`src/include/adcdc_regs.vh`:
```
// Purpose: Offsets, field positions, reset values and timing for the control bank
// Assumes: Byte registers, one per aligned 32-bit Avalon word
// Notes: Byte address is four times the register index
`ifndef ADCDC_REGS_VH
`define ADCDC_REGS_VH

// Register indices
`define ADCDC_IDX_DITHER 4'h1
`define ADCDC_IDX_GAIN_A 4'h3
`define ADCDC_IDX_GAIN_B 4'h4
`define ADCDC_IDX_PATRST 4'h6
`define ADCDC_IDX_TUNE_A 4'h7
`define ADCDC_IDX_TUNE_B 4'h8
`define ADCDC_IDX_FORMAT 4'h9

// Writable masks per register
`define ADCDC_MASK_DITHER 8'h3c
`define ADCDC_MASK_GAIN 8'h02
`define ADCDC_MASK_PATRST 8'h03
`define ADCDC_MASK_TUNE_A 8'h1e
`define ADCDC_MASK_TUNE_B 8'h1c
`define ADCDC_MASK_FORMAT 8'h03

// Field positions
`define ADCDC_DITH_A_HI 5
`define ADCDC_DITH_A_LO 4
`define ADCDC_DITH_B_HI 3
`define ADCDC_DITH_B_LO 2
`define ADCDC_GAIN_BIT 1
`define ADCDC_PAT_EN_BIT 1
`define ADCDC_SRST_BIT 0
`define ADCDC_TUNE_HI 4
`define ADCDC_TUNE_LO 2
`define ADCDC_FOVR_BIT 1
`define ADCDC_ALIGN_BIT 1
`define ADCDC_FMT_BIT 0

// Field values
`define ADCDC_DITH_OFF 2'h3
`define ADCDC_TUNE_LOWF 3'h2
`define ADCDC_TUNE_HIGHF 3'h7

// Reset value of every register
`define ADCDC_RST_VAL 8'h00

// Software reset length in cycles
`define ADCDC_SRST_CYCLES 4'h4

`endif

```
`src/hdl/adcdc_byte_reg.v`:
```
// Purpose: One byte-wide control register with write mask and soft clear
// Assumes: Single clock, asynchronous active-high reset
// Notes: Only bits set in the mask can be written; others are written as zero
`timescale 1ns/1ps

module adcdc_byte_reg #(
	parameter [7:0] MASK = 8'hff,
	parameter [7:0] RST_VAL = 8'h00
) (
	// Clock and reset
	input wire clock_i,
	input wire reset_i,
	// Control
	input wire clear_i,
	input wire write_i,
	input wire [7:0] data_i,
	// State
	output reg [7:0] value_o
);

	always @(posedge clock_i or posedge reset_i) begin
		if (reset_i) begin
			value_o <= RST_VAL;
		end else if (clear_i) begin
			value_o <= RST_VAL;
		end else if (write_i) begin
			value_o <= data_i & MASK;
		end
	end

endmodule // adcdc_byte_reg

```
`src/hdl/adcdc_ctrl_regs.v`:
```
// Purpose: Digital back-end control register bank for a dual-channel converter
// Assumes: Avalon-MM slave with waitrequest, 25 MHz clock_i
// Notes: Reserved bits read zero; unmapped reads return zero
//
// The Avalon-MM register port is this design's own decision.
`timescale 1ns/1ps
`include "adcdc_regs.vh"

module adcdc_ctrl_regs #(
	parameter [3:0] SRST_CYCLES = `ADCDC_SRST_CYCLES
) (
	// Clock and reset
	input wire clock_i,
	input wire reset_i,
	// Avalon-MM slave
	input wire [5:0] avs_address_i,
	input wire avs_read_i,
	input wire avs_write_i,
	input wire [31:0] avs_writedata_i,
	input wire [3:0] avs_byteenable_i,
	output reg [31:0] avs_readdata_o,
	output reg avs_waitrequest_o,
	// Normal and fast overrange sources from the converter core
	input wire [1:0] ovr_normal_i,
	input wire [1:0] ovr_fast_i,
	// Controls to the data path
	output reg [1:0] noise_shaping_off_a_o,
	output reg [1:0] noise_shaping_off_b_o,
	output reg dither_active_a_o,
	output reg dither_active_b_o,
	output reg gain_stage_on_a_o,
	output reg gain_stage_on_b_o,
	output reg test_pattern_en_o,
	output reg [2:0] distortion_tune_a_o,
	output reg [2:0] distortion_tune_b_o,
	output reg fast_overrange_select_o,
	output reg [1:0] overrange_pins_o,
	output reg pattern_align_o,
	output reg offset_binary_o,
	output reg soft_reset_busy_o
);

	wire [3:0] reg_idx;
	wire addr_ok;
	wire lane0_on;
	wire bus_write;
	wire [7:0] wdata;
	wire soft_clear;
	wire wr_dither;
	wire wr_gain_a;
	wire wr_gain_b;
	wire wr_patrst;
	wire wr_tune_a;
	wire wr_tune_b;
	wire wr_format;
	wire [7:0] dither_q;
	wire [7:0] gain_a_q;
	wire [7:0] gain_b_q;
	wire [7:0] patrst_q;
	wire [7:0] tune_a_q;
	wire [7:0] tune_b_q;
	wire [7:0] format_q;
	reg [3:0] srst_count;
	reg [7:0] next_rdata;
	reg ack;
	reg [1:0] ovr_meta;
	reg [1:0] ovr_sync;
	reg [1:0] fovr_meta;
	reg [1:0] fovr_sync;

	assign reg_idx = avs_address_i[3:0];
	assign addr_ok = (avs_address_i[5:4] == 2'h0);
	assign lane0_on = avs_byteenable_i[0];
	assign bus_write = avs_write_i & ~ack & addr_ok & lane0_on & ~soft_reset_busy_o;
	assign wdata = avs_writedata_i[7:0];
	assign soft_clear = soft_reset_busy_o;

	// Per-register write strobes
	assign wr_dither = bus_write & (reg_idx == `ADCDC_IDX_DITHER);
	assign wr_gain_a = bus_write & (reg_idx == `ADCDC_IDX_GAIN_A);
	assign wr_gain_b = bus_write & (reg_idx == `ADCDC_IDX_GAIN_B);
	assign wr_patrst = bus_write & (reg_idx == `ADCDC_IDX_PATRST);
	assign wr_tune_a = bus_write & (reg_idx == `ADCDC_IDX_TUNE_A);
	assign wr_tune_b = bus_write & (reg_idx == `ADCDC_IDX_TUNE_B);
	assign wr_format = bus_write & (reg_idx == `ADCDC_IDX_FORMAT);

	// Register bank, reserved bits masked to zero
	adcdc_byte_reg #(.MASK(`ADCDC_MASK_DITHER), .RST_VAL(`ADCDC_RST_VAL)) u_dither (
		.clock_i(clock_i),
		.reset_i(reset_i),
		.clear_i(soft_clear),
		.write_i(wr_dither),
		.data_i(wdata),
		.value_o(dither_q)
	);

	adcdc_byte_reg #(.MASK(`ADCDC_MASK_GAIN), .RST_VAL(`ADCDC_RST_VAL)) u_gain_a (
		.clock_i(clock_i),
		.reset_i(reset_i),
		.clear_i(soft_clear),
		.write_i(wr_gain_a),
		.data_i(wdata),
		.value_o(gain_a_q)
	);

	adcdc_byte_reg #(.MASK(`ADCDC_MASK_GAIN), .RST_VAL(`ADCDC_RST_VAL)) u_gain_b (
		.clock_i(clock_i),
		.reset_i(reset_i),
		.clear_i(soft_clear),
		.write_i(wr_gain_b),
		.data_i(wdata),
		.value_o(gain_b_q)
	);

	adcdc_byte_reg #(.MASK(`ADCDC_MASK_PATRST), .RST_VAL(`ADCDC_RST_VAL)) u_patrst (
		.clock_i(clock_i),
		.reset_i(reset_i),
		.clear_i(soft_clear),
		.write_i(wr_patrst),
		.data_i(wdata),
		.value_o(patrst_q)
	);

	adcdc_byte_reg #(.MASK(`ADCDC_MASK_TUNE_A), .RST_VAL(`ADCDC_RST_VAL)) u_tune_a (
		.clock_i(clock_i),
		.reset_i(reset_i),
		.clear_i(soft_clear),
		.write_i(wr_tune_a),
		.data_i(wdata),
		.value_o(tune_a_q)
	);

	adcdc_byte_reg #(.MASK(`ADCDC_MASK_TUNE_B), .RST_VAL(`ADCDC_RST_VAL)) u_tune_b (
		.clock_i(clock_i),
		.reset_i(reset_i),
		.clear_i(soft_clear),
		.write_i(wr_tune_b),
		.data_i(wdata),
		.value_o(tune_b_q)
	);

	adcdc_byte_reg #(.MASK(`ADCDC_MASK_FORMAT), .RST_VAL(`ADCDC_RST_VAL)) u_format (
		.clock_i(clock_i),
		.reset_i(reset_i),
		.clear_i(soft_clear),
		.write_i(wr_format),
		.data_i(wdata),
		.value_o(format_q)
	);

	// Soft reset sequencer
	always @(posedge clock_i or posedge reset_i) begin
		if (reset_i) begin
			srst_count <= 4'h0;
			soft_reset_busy_o <= 1'b0;
		end else if (soft_reset_busy_o) begin
			if (srst_count == 4'h1) begin
				soft_reset_busy_o <= 1'b0;
			end
			srst_count <= srst_count - 4'h1;
		end else if (patrst_q[`ADCDC_SRST_BIT]) begin
			soft_reset_busy_o <= 1'b1;
			srst_count <= SRST_CYCLES;
		end
	end

	// Read mux
	always @* begin
		next_rdata = 8'h00;
		case (reg_idx)
			`ADCDC_IDX_DITHER: next_rdata = dither_q;
			`ADCDC_IDX_GAIN_A: next_rdata = gain_a_q;
			`ADCDC_IDX_GAIN_B: next_rdata = gain_b_q;
			`ADCDC_IDX_PATRST: next_rdata = patrst_q;
			`ADCDC_IDX_TUNE_A: next_rdata = tune_a_q;
			`ADCDC_IDX_TUNE_B: next_rdata = tune_b_q;
			`ADCDC_IDX_FORMAT: next_rdata = format_q;
			default: next_rdata = 8'h00;
		endcase
		if (!addr_ok) begin
			next_rdata = 8'h00;
		end
	end

	// Bus handshake, one wait state per access outside soft reset
	always @(posedge clock_i or posedge reset_i) begin
		if (reset_i) begin
			ack <= 1'b0;
			avs_waitrequest_o <= 1'b1;
			avs_readdata_o <= 32'h00000000;
		end else if (ack) begin
			ack <= 1'b0;
			avs_waitrequest_o <= 1'b1;
		end else if ((avs_read_i | avs_write_i) & ~soft_reset_busy_o) begin
			ack <= 1'b1;
			avs_waitrequest_o <= 1'b0;
			if (avs_read_i) begin
				avs_readdata_o <= {24'h000000, next_rdata};
			end
		end
	end

	// Normal overrange from pins
	always @(posedge clock_i or posedge reset_i) begin
		if (reset_i) begin
			ovr_meta <= 2'h0;
			ovr_sync <= 2'h0;
		end else begin
			ovr_meta <= ovr_normal_i;
			ovr_sync <= ovr_meta;
		end
	end

	// Fast overrange from pins
	always @(posedge clock_i or posedge reset_i) begin
		if (reset_i) begin
			fovr_meta <= 2'h0;
			fovr_sync <= 2'h0;
		end else begin
			fovr_meta <= ovr_fast_i;
			fovr_sync <= fovr_meta;
		end
	end

	// Dither field copies
	always @(posedge clock_i or posedge reset_i) begin
		if (reset_i) begin
			noise_shaping_off_a_o <= 2'h0;
			noise_shaping_off_b_o <= 2'h0;
		end else begin
			noise_shaping_off_a_o <= dither_q[`ADCDC_DITH_A_HI:`ADCDC_DITH_A_LO];
			noise_shaping_off_b_o <= dither_q[`ADCDC_DITH_B_HI:`ADCDC_DITH_B_LO];
		end
	end

	// Dither state, channel A
	always @(posedge clock_i or posedge reset_i) begin
		if (reset_i) begin
			dither_active_a_o <= 1'b1;
		end else begin
			dither_active_a_o <= (dither_q[`ADCDC_DITH_A_HI:`ADCDC_DITH_A_LO]
				!= `ADCDC_DITH_OFF);
		end
	end

	// Dither state, channel B
	always @(posedge clock_i or posedge reset_i) begin
		if (reset_i) begin
			dither_active_b_o <= 1'b1;
		end else begin
			dither_active_b_o <= (dither_q[`ADCDC_DITH_B_HI:`ADCDC_DITH_B_LO]
				!= `ADCDC_DITH_OFF);
		end
	end

	// Gain stage, channel A
	always @(posedge clock_i or posedge reset_i) begin
		if (reset_i) begin
			gain_stage_on_a_o <= 1'b0;
		end else begin
			gain_stage_on_a_o <= gain_a_q[`ADCDC_GAIN_BIT];
		end
	end

	// Gain stage, channel B
	always @(posedge clock_i or posedge reset_i) begin
		if (reset_i) begin
			gain_stage_on_b_o <= 1'b0;
		end else begin
			gain_stage_on_b_o <= gain_b_q[`ADCDC_GAIN_BIT];
		end
	end

	// Test pattern enable
	always @(posedge clock_i or posedge reset_i) begin
		if (reset_i) begin
			test_pattern_en_o <= 1'b0;
		end else begin
			test_pattern_en_o <= patrst_q[`ADCDC_PAT_EN_BIT];
		end
	end

	// Distortion tuning, channel A
	always @(posedge clock_i or posedge reset_i) begin
		if (reset_i) begin
			distortion_tune_a_o <= 3'h0;
		end else begin
			distortion_tune_a_o <= tune_a_q[`ADCDC_TUNE_HI:`ADCDC_TUNE_LO];
		end
	end

	// Distortion tuning, channel B
	always @(posedge clock_i or posedge reset_i) begin
		if (reset_i) begin
			distortion_tune_b_o <= 3'h0;
		end else begin
			distortion_tune_b_o <= tune_b_q[`ADCDC_TUNE_HI:`ADCDC_TUNE_LO];
		end
	end

	// Overrange mode select
	always @(posedge clock_i or posedge reset_i) begin
		if (reset_i) begin
			fast_overrange_select_o <= 1'b0;
		end else begin
			fast_overrange_select_o <= tune_a_q[`ADCDC_FOVR_BIT];
		end
	end

	// Overrange pin source
	always @(posedge clock_i or posedge reset_i) begin
		if (reset_i) begin
			overrange_pins_o <= 2'h0;
		end else begin
			overrange_pins_o <= tune_a_q[`ADCDC_FOVR_BIT] ? fovr_sync : ovr_sync;
		end
	end

	// Pattern alignment
	always @(posedge clock_i or posedge reset_i) begin
		if (reset_i) begin
			pattern_align_o <= 1'b0;
		end else begin
			pattern_align_o <= format_q[`ADCDC_ALIGN_BIT];
		end
	end

	// Output sample coding
	always @(posedge clock_i or posedge reset_i) begin
		if (reset_i) begin
			offset_binary_o <= 1'b0;
		end else begin
			offset_binary_o <= format_q[`ADCDC_FMT_BIT];
		end
	end

endmodule // adcdc_ctrl_regs

```
`config.mk`:
```
export PLATFORM = sky130hd
export DESIGN_NAME = adcdc_ctrl_regs
export DESIGN_NICKNAME = d
export VERILOG_FILES = /design/src/hdl/adcdc_byte_reg.v /design/src/hdl/adcdc_ctrl_regs.v
export VERILOG_INCLUDE_DIRS = /design/src /design/src/include
export SDC_FILE = /design/constraint.sdc
export NUM_CORES = 1
export LEC_CHECK = 0
export BUFFER_PORTS_ARGS = -buffer_cell sky130_fd_sc_hd__buf_2
export CAP_MARGIN = 25
export CORE_UTILIZATION = 47
export DETAILED_ROUTE_END_ITERATION = 7
export PLACE_DENSITY = 0.79
export SLEW_MARGIN = 10
export SYNTH_ARGS = -nofsm -noshare
export SYNTH_HDL_FRONTEND = slang
export SYNTH_SLANG_ARGS = --single-unit
```
`constraint.sdc`:
```
create_clock -name clock_i -period 2.1 [get_ports clock_i]
set_clock_uncertainty 0.05 [all_clocks]
set_input_delay 0.21 -clock clock_i [delete_from_list [all_inputs] [get_ports clock_i]]
set_output_delay 0.21 -clock clock_i [all_outputs]
set_load 0.02 [all_outputs]
```
Word-level counts from Yosys, hierarchy flattened. Index checks and enable logic that the tools add are counted.

Bits in read-only memories: 0. Output and inout port bits: 54. Bits of input ports: 50. Latch bits: 0. Memories: 0. Bits in registers: 99. Memory bits (writable): 0.

Equality and inequality tests: 10. Bitwise gates (word level): 15. Add/sub/neg operators: 1. Multiplexer cells: 26. Reductions and logical operators: 11. Order comparisons: 0. Multiply operators: 0. Div/mod/pow operators: 0. Shift operators: 0.

Operators by type and width (count): $mux 8 (15); $pmux 8 s7 (1); $reduce_bool 2->1 (9); $and 1x1->1 (12); $eq 4x3->1 const B (3); $eq 4x1->1 const B (2); $eq 4x4->1 const B (2); $mux 4 (2); $mux 1 (7); $eq 4x2->1 const B (1); $ne 2x2->1 const B (2); $sub 4x1->4 const B (1); $reduce_and 3->1 (1); $logic_not 2->1 (1); $mux 2 (1); $not 1->1 (2); $or 1x1->1 (1).

Longest topological paths before layout.
Depth in word-level cells: 8. Gate-level depth with buffers: 5.

Hierarchy. Synthesis repeated with hierarchy kept, for this count alone.

Cell total of the unflattened synthesis: 303. Area total of the unflattened synthesis: 3178.0 µm².

Modules (own cells, without submodules): adcdc_ctrl_regs (instances 1, area each 2163.3 µm², cells an instance 197); adcdc_byte_reg at u_dither ... (instances 2, area each 197.7 µm², cells an instance 19); adcdc_byte_reg at u_format ... (instances 2, area each 130.1 µm², cells an instance 14); adcdc_byte_reg at u_gain_a ... (instances 2, area each 98.8 µm², cells an instance 12); adcdc_byte_reg at u_tune_b (instances 1, area each 161.4 µm², cells an instance 16).

Worst setup path before layout. OpenSTA, ideal clock, no wires.

Kind: register to register. Start: register soft_reset_busy_o. End: register avs_readdata_o[1]. Period minus slack after synthesis: 1.495 ns. Data required time: 1.974 ns. Cell stages (with the launch flop): 6. Buffers on the path: 1. Arrival time: 1.369 ns. Slack: 0.605 ns. Path through: dfrtp_1 > or3b_1 > buf_2 > nor3_4 > nand3_2 > o21ai_1.

Longest elaborated chain between the ends: 3.

RTL lines: from (decl) (RTL line adcdc_ctrl_regs.v:40) `output reg soft_reset_busy_o`; from (signal assigned) (RTL line adcdc_ctrl_regs.v:155) `soft_reset_busy_o <= 1'b0;`; from (signal assigned) (RTL line adcdc_ctrl_regs.v:158) `soft_reset_busy_o <= 1'b0;`; from (signal assigned) (RTL line adcdc_ctrl_regs.v:162) `soft_reset_busy_o <= 1'b1;`; $not 1->1 (RTL line adcdc_ctrl_regs.v:194) `end else if ((avs_read_i | avs_write_i) & ~soft_reset_busy_o) begin`; $and 1x1->1 (RTL line adcdc_ctrl_regs.v:194); $reduce_and 3->1 (no line); to (signal assigned) (RTL line adcdc_ctrl_regs.v:198) `avs_readdata_o <= {24'h000000, next_rdata};`; to (decl) (RTL line adcdc_ctrl_regs.v:21) `output reg [31:0] avs_readdata_o,`.

No other way between the ends. A chain may end at the register's enable or synchronous reset.

Worst setup path after layout.
Start: register soft_reset_busy_o. End: register u_tune_a.value_o[2].

Longest elaborated chain between the ends: 4.

RTL lines: $not 1->1 (RTL line adcdc_ctrl_regs.v:74) `assign bus_write = avs_write_i & ~ack & addr_ok & lane0_on & ~soft_reset_busy_o;`; $and 1x1->1 (RTL line adcdc_ctrl_regs.v:74); $and 1x1->1 (RTL line adcdc_ctrl_regs.v:83) `` assign wr_tune_a = bus_write & (reg_idx == `ADCDC_IDX_TUNE_A); ``; $reduce_bool 2->1 (no line); to (signal assigned) (RTL line adcdc_byte_reg.v:27) `value_o <= data_i & MASK;`; to (decl) (RTL line adcdc_byte_reg.v:18) `output reg [7:0] value_o`.

Several ways; a longest one is shown, not always the timed one.

==> results.yml <==
run_status:
  outcome: "finished, final reports clean"
final_layout:
  layout-drive-gt1-share_pct: 30.1
  syn_to_final_growth_pct: 19.9
  fill_cells: 406
  layout.nets: 313
  seqCellArea_um2: 1460
  multi_input_area_um2: 826
  diodes: 0
  fin_util_pct: 60.4
  final_cell_mix: "dfrtp_1, buf_2, conb_1"
  mostFrequentLayoutCell: "dfrtp_1"
synthesis:
  synthArstFlopShare_pct: 100
  netlist.area_leader.share_pct: 56.4
  ys_seq_area_share_pct: 59.6
  synth_warnings: 0
  yosys.area_share.simple_pct: 13.8
  syn_inst: 202
  synth_fa_ha_area_share_pct: 1.02
  synth_edf_count: 0
  syn_area_um2: 2440
  synth-compound-area-share_pct: 5.94
  synth_mux_area_share_pct: 8.35
  syn_avg_cell_area_um2: 12.1
  synth_top_family_by_area: "simple AND/OR/NAND/NOR gates"
  ys_ff_latch: 58
  synth_area_leaders: "dfrtp_1, buf_4, mux2i_1, nor2_1, dfstp_2"
  ys.flop_type: "dfrtp_1"
  yosys.area.top_type: "dfrtp_1"
  synth-xor-area-share_pct: 0.717
  synth.distinct_cells: 38
global_routing:
  grt_max_degree: 31
  grt_pass1_vias: 1449
  grt_pass1_wl_um: 7000
  antenna_found_initial: 0
  grt_usage_pct: 17.9
  grt_overflow: 0
floorplan:
  die_height_um: 74.1
  start_util_pct: 50.4
  die_w_um: 74.1
  ioPinCount: 104
  rows: 25
  core_um2: 4850
  design.die.area_um2: 5490
timing:
  slew_headroom_pct: 57.2
  report.final.setup_viol: 0
  slew_violations: 0
  fmax_mhz: 552
  hold_ws_ns: 0.0868
  worst_slack_ns: 0.287
  rsz0062_at_grt: "false"
  tightestPinTransition_ns: 0.640
  fin_crit_sh_pct: 86.3
  final_hold_viol_count: 0
  setup-tns-final_ns: 0
  period_minus_slack_ns: 1.81
placement:
  place_ws_ns: 0.350
  dp_hpwl_um: 3110
  place_congestion: 0.791
  io_buffers: 48
clocking:
  clock_latency_ns: 0.33
  ctsRootBufferMaster: "clkbuf_8"
  htreeDepth: 3
  clk_pin_slew_ns: 0.06
  post_cts_resize_count: 0
  cts_buffers: 9
  tritoncts: "built"
  post-cts-setup-buffers: 0
  cts_sinks: 58
  cts_buffer_depth: 2
  holdBufCountCts: 5
critical_path:
  critPathCaptureType: "flip-flop"
  cp.required_ns: 2.26
  cp.arrival_ns: 1.97
  critPathLaunchType: "flip-flop"
  crit_path_max_fanout: 8
  critical_path_class: "flip-flop to flip-flop"
power:
  ir_drop_mv: 0.548
  leakagePower_nw: 1.59
  power_density_nw_per_um2: 961
drt:
  wl_per_cell_um: 13.4
  wl_um: 4460
  final_antenna_net_count: 0
  drt_iter0_markers: 174
  vias_per_cell: 4.85
  vias: 1614
  dr.pass1.iters: 4
  drc: 0
run:
  max_cap_viol_count: 0
worst_hold_path:
  hp-class: "input pin to flip-flop"
[power by group]
| group | leakage, nW | internal [mW] | switching (mW) | total [mW] |
|---|---|---|---|---|
| clock network | 0.110 | 0.679 | 0.401 | 1.08 |
| logic | 0.715 | 0.150 | 0.302 | 0.451 |
| registers | 0.766 | 1.21 | 0.0743 | 1.28 |
| total | 1.59 | 2.04 | 0.777 | 2.82 |
[worst paths after layout]
path	slack (ns)	endpoint	cells past startpoint	startpoint
min in group asynchronous	0.46	ovr_meta[1]	3	reset_i
worst min register to register	0.30	ovr_sync[1]	0	ovr_meta[1]
worst max-delay path	0.29	u_tune_a.value_o[2]	4	soft_reset_busy_o
max in group asynchronous	0.90	avs_waitrequest_o	4	reset_i
worst min-delay path	0.09	u_dither.value_o[5]	3	avs_writedata_i[5]
worst max register to register	0.29	u_tune_a.value_o[2]	4	soft_reset_busy_o
[synthesized netlist by cell type, types with 2 or more instances]
| master | n |
|---|---|
| clkbuf_1 | 2 |
| dfrtp_1 | 55 |
| mux2_2 | 3 |
| nand2_1 | 10 |
| a22o_1 | 3 |
| nand3_2 | 2 |
| nor2_1 | 23 |
| nor4b_2 | 2 |
| xnor2_1 | 2 |
| buf_2 | 3 |
| o21ai_1 | 5 |
| inv_1 | 6 |
| o21ai_0 | 5 |
| nor3_1 | 3 |
| ha_1 | 2 |
| nand4_1 | 3 |
| a22oi_1 | 3 |
| buf_4 | 28 |
| mux2i_1 | 17 |
| and2_1 | 2 |
| nor2b_1 | 2 |
| dfstp_2 | 3 |
| nand3_1 | 3 |
[worst max-delay path: stages (launching register included)]
cell	delay [ns]
dfrtp_1	0.47
nor2_1	0.55
nand4_2	0.34
mux2i_1	0.23
nor2_1	0.06
[layer usage]
metal	global-route usage (%)	vias up	routed length, um
met3	6.78	4	342
met1	23.2	776	1910
met5	0	-	0
met4	7.91	0	21
met2	26.8	73	2180
li1	-	761	-
[cell type report]
type	instances	area share [%]
clock buffers	15	6.36
clock inverters	1	1.03
multi-input cells	130	28.2
inverters	6	0.769
flip-flops and latches	58	49.7
repair buffers	56	11.1
well taps	67	2.86
[state kept, by name, indices dropped and copies added (netlist names), 3 cells and up]
register             flops
u_tune_a.value_o         4
srst_count               4
u_tune_b.value_o         3
avs_readdata_o           6
distortion_tune_b_o      3
u_dither.value_o         4
distortion_tune_a_o      3
[stage by stage]
stage | area, um^2 | power, mW | std cells
after CTS | 2930 | 2.85 | 333
after global routing | 2930 | 2.97 | 333
after detailed placement | 2660 | 1.75 | 312
final | 2930 | 2.82 | 333
after floorplan | 2540 | 1.66 | 227
after global placement | 2660 | 1.73 | 312
[kinds of logic (layout without fill, tap and decap cells)]
kind of cell,after synthesis,count (layout)
AO/OA/AOI/OAI,22,22
XOR/XNOR,2,2
adder cells (fa/ha/maj),2,2
buffers and inverters,39,78
flip-flops,58,58
multiplexers,20,20
other,1,26
AND/OR/NAND/NOR,58,58
(Power assumes the default switching activity.)
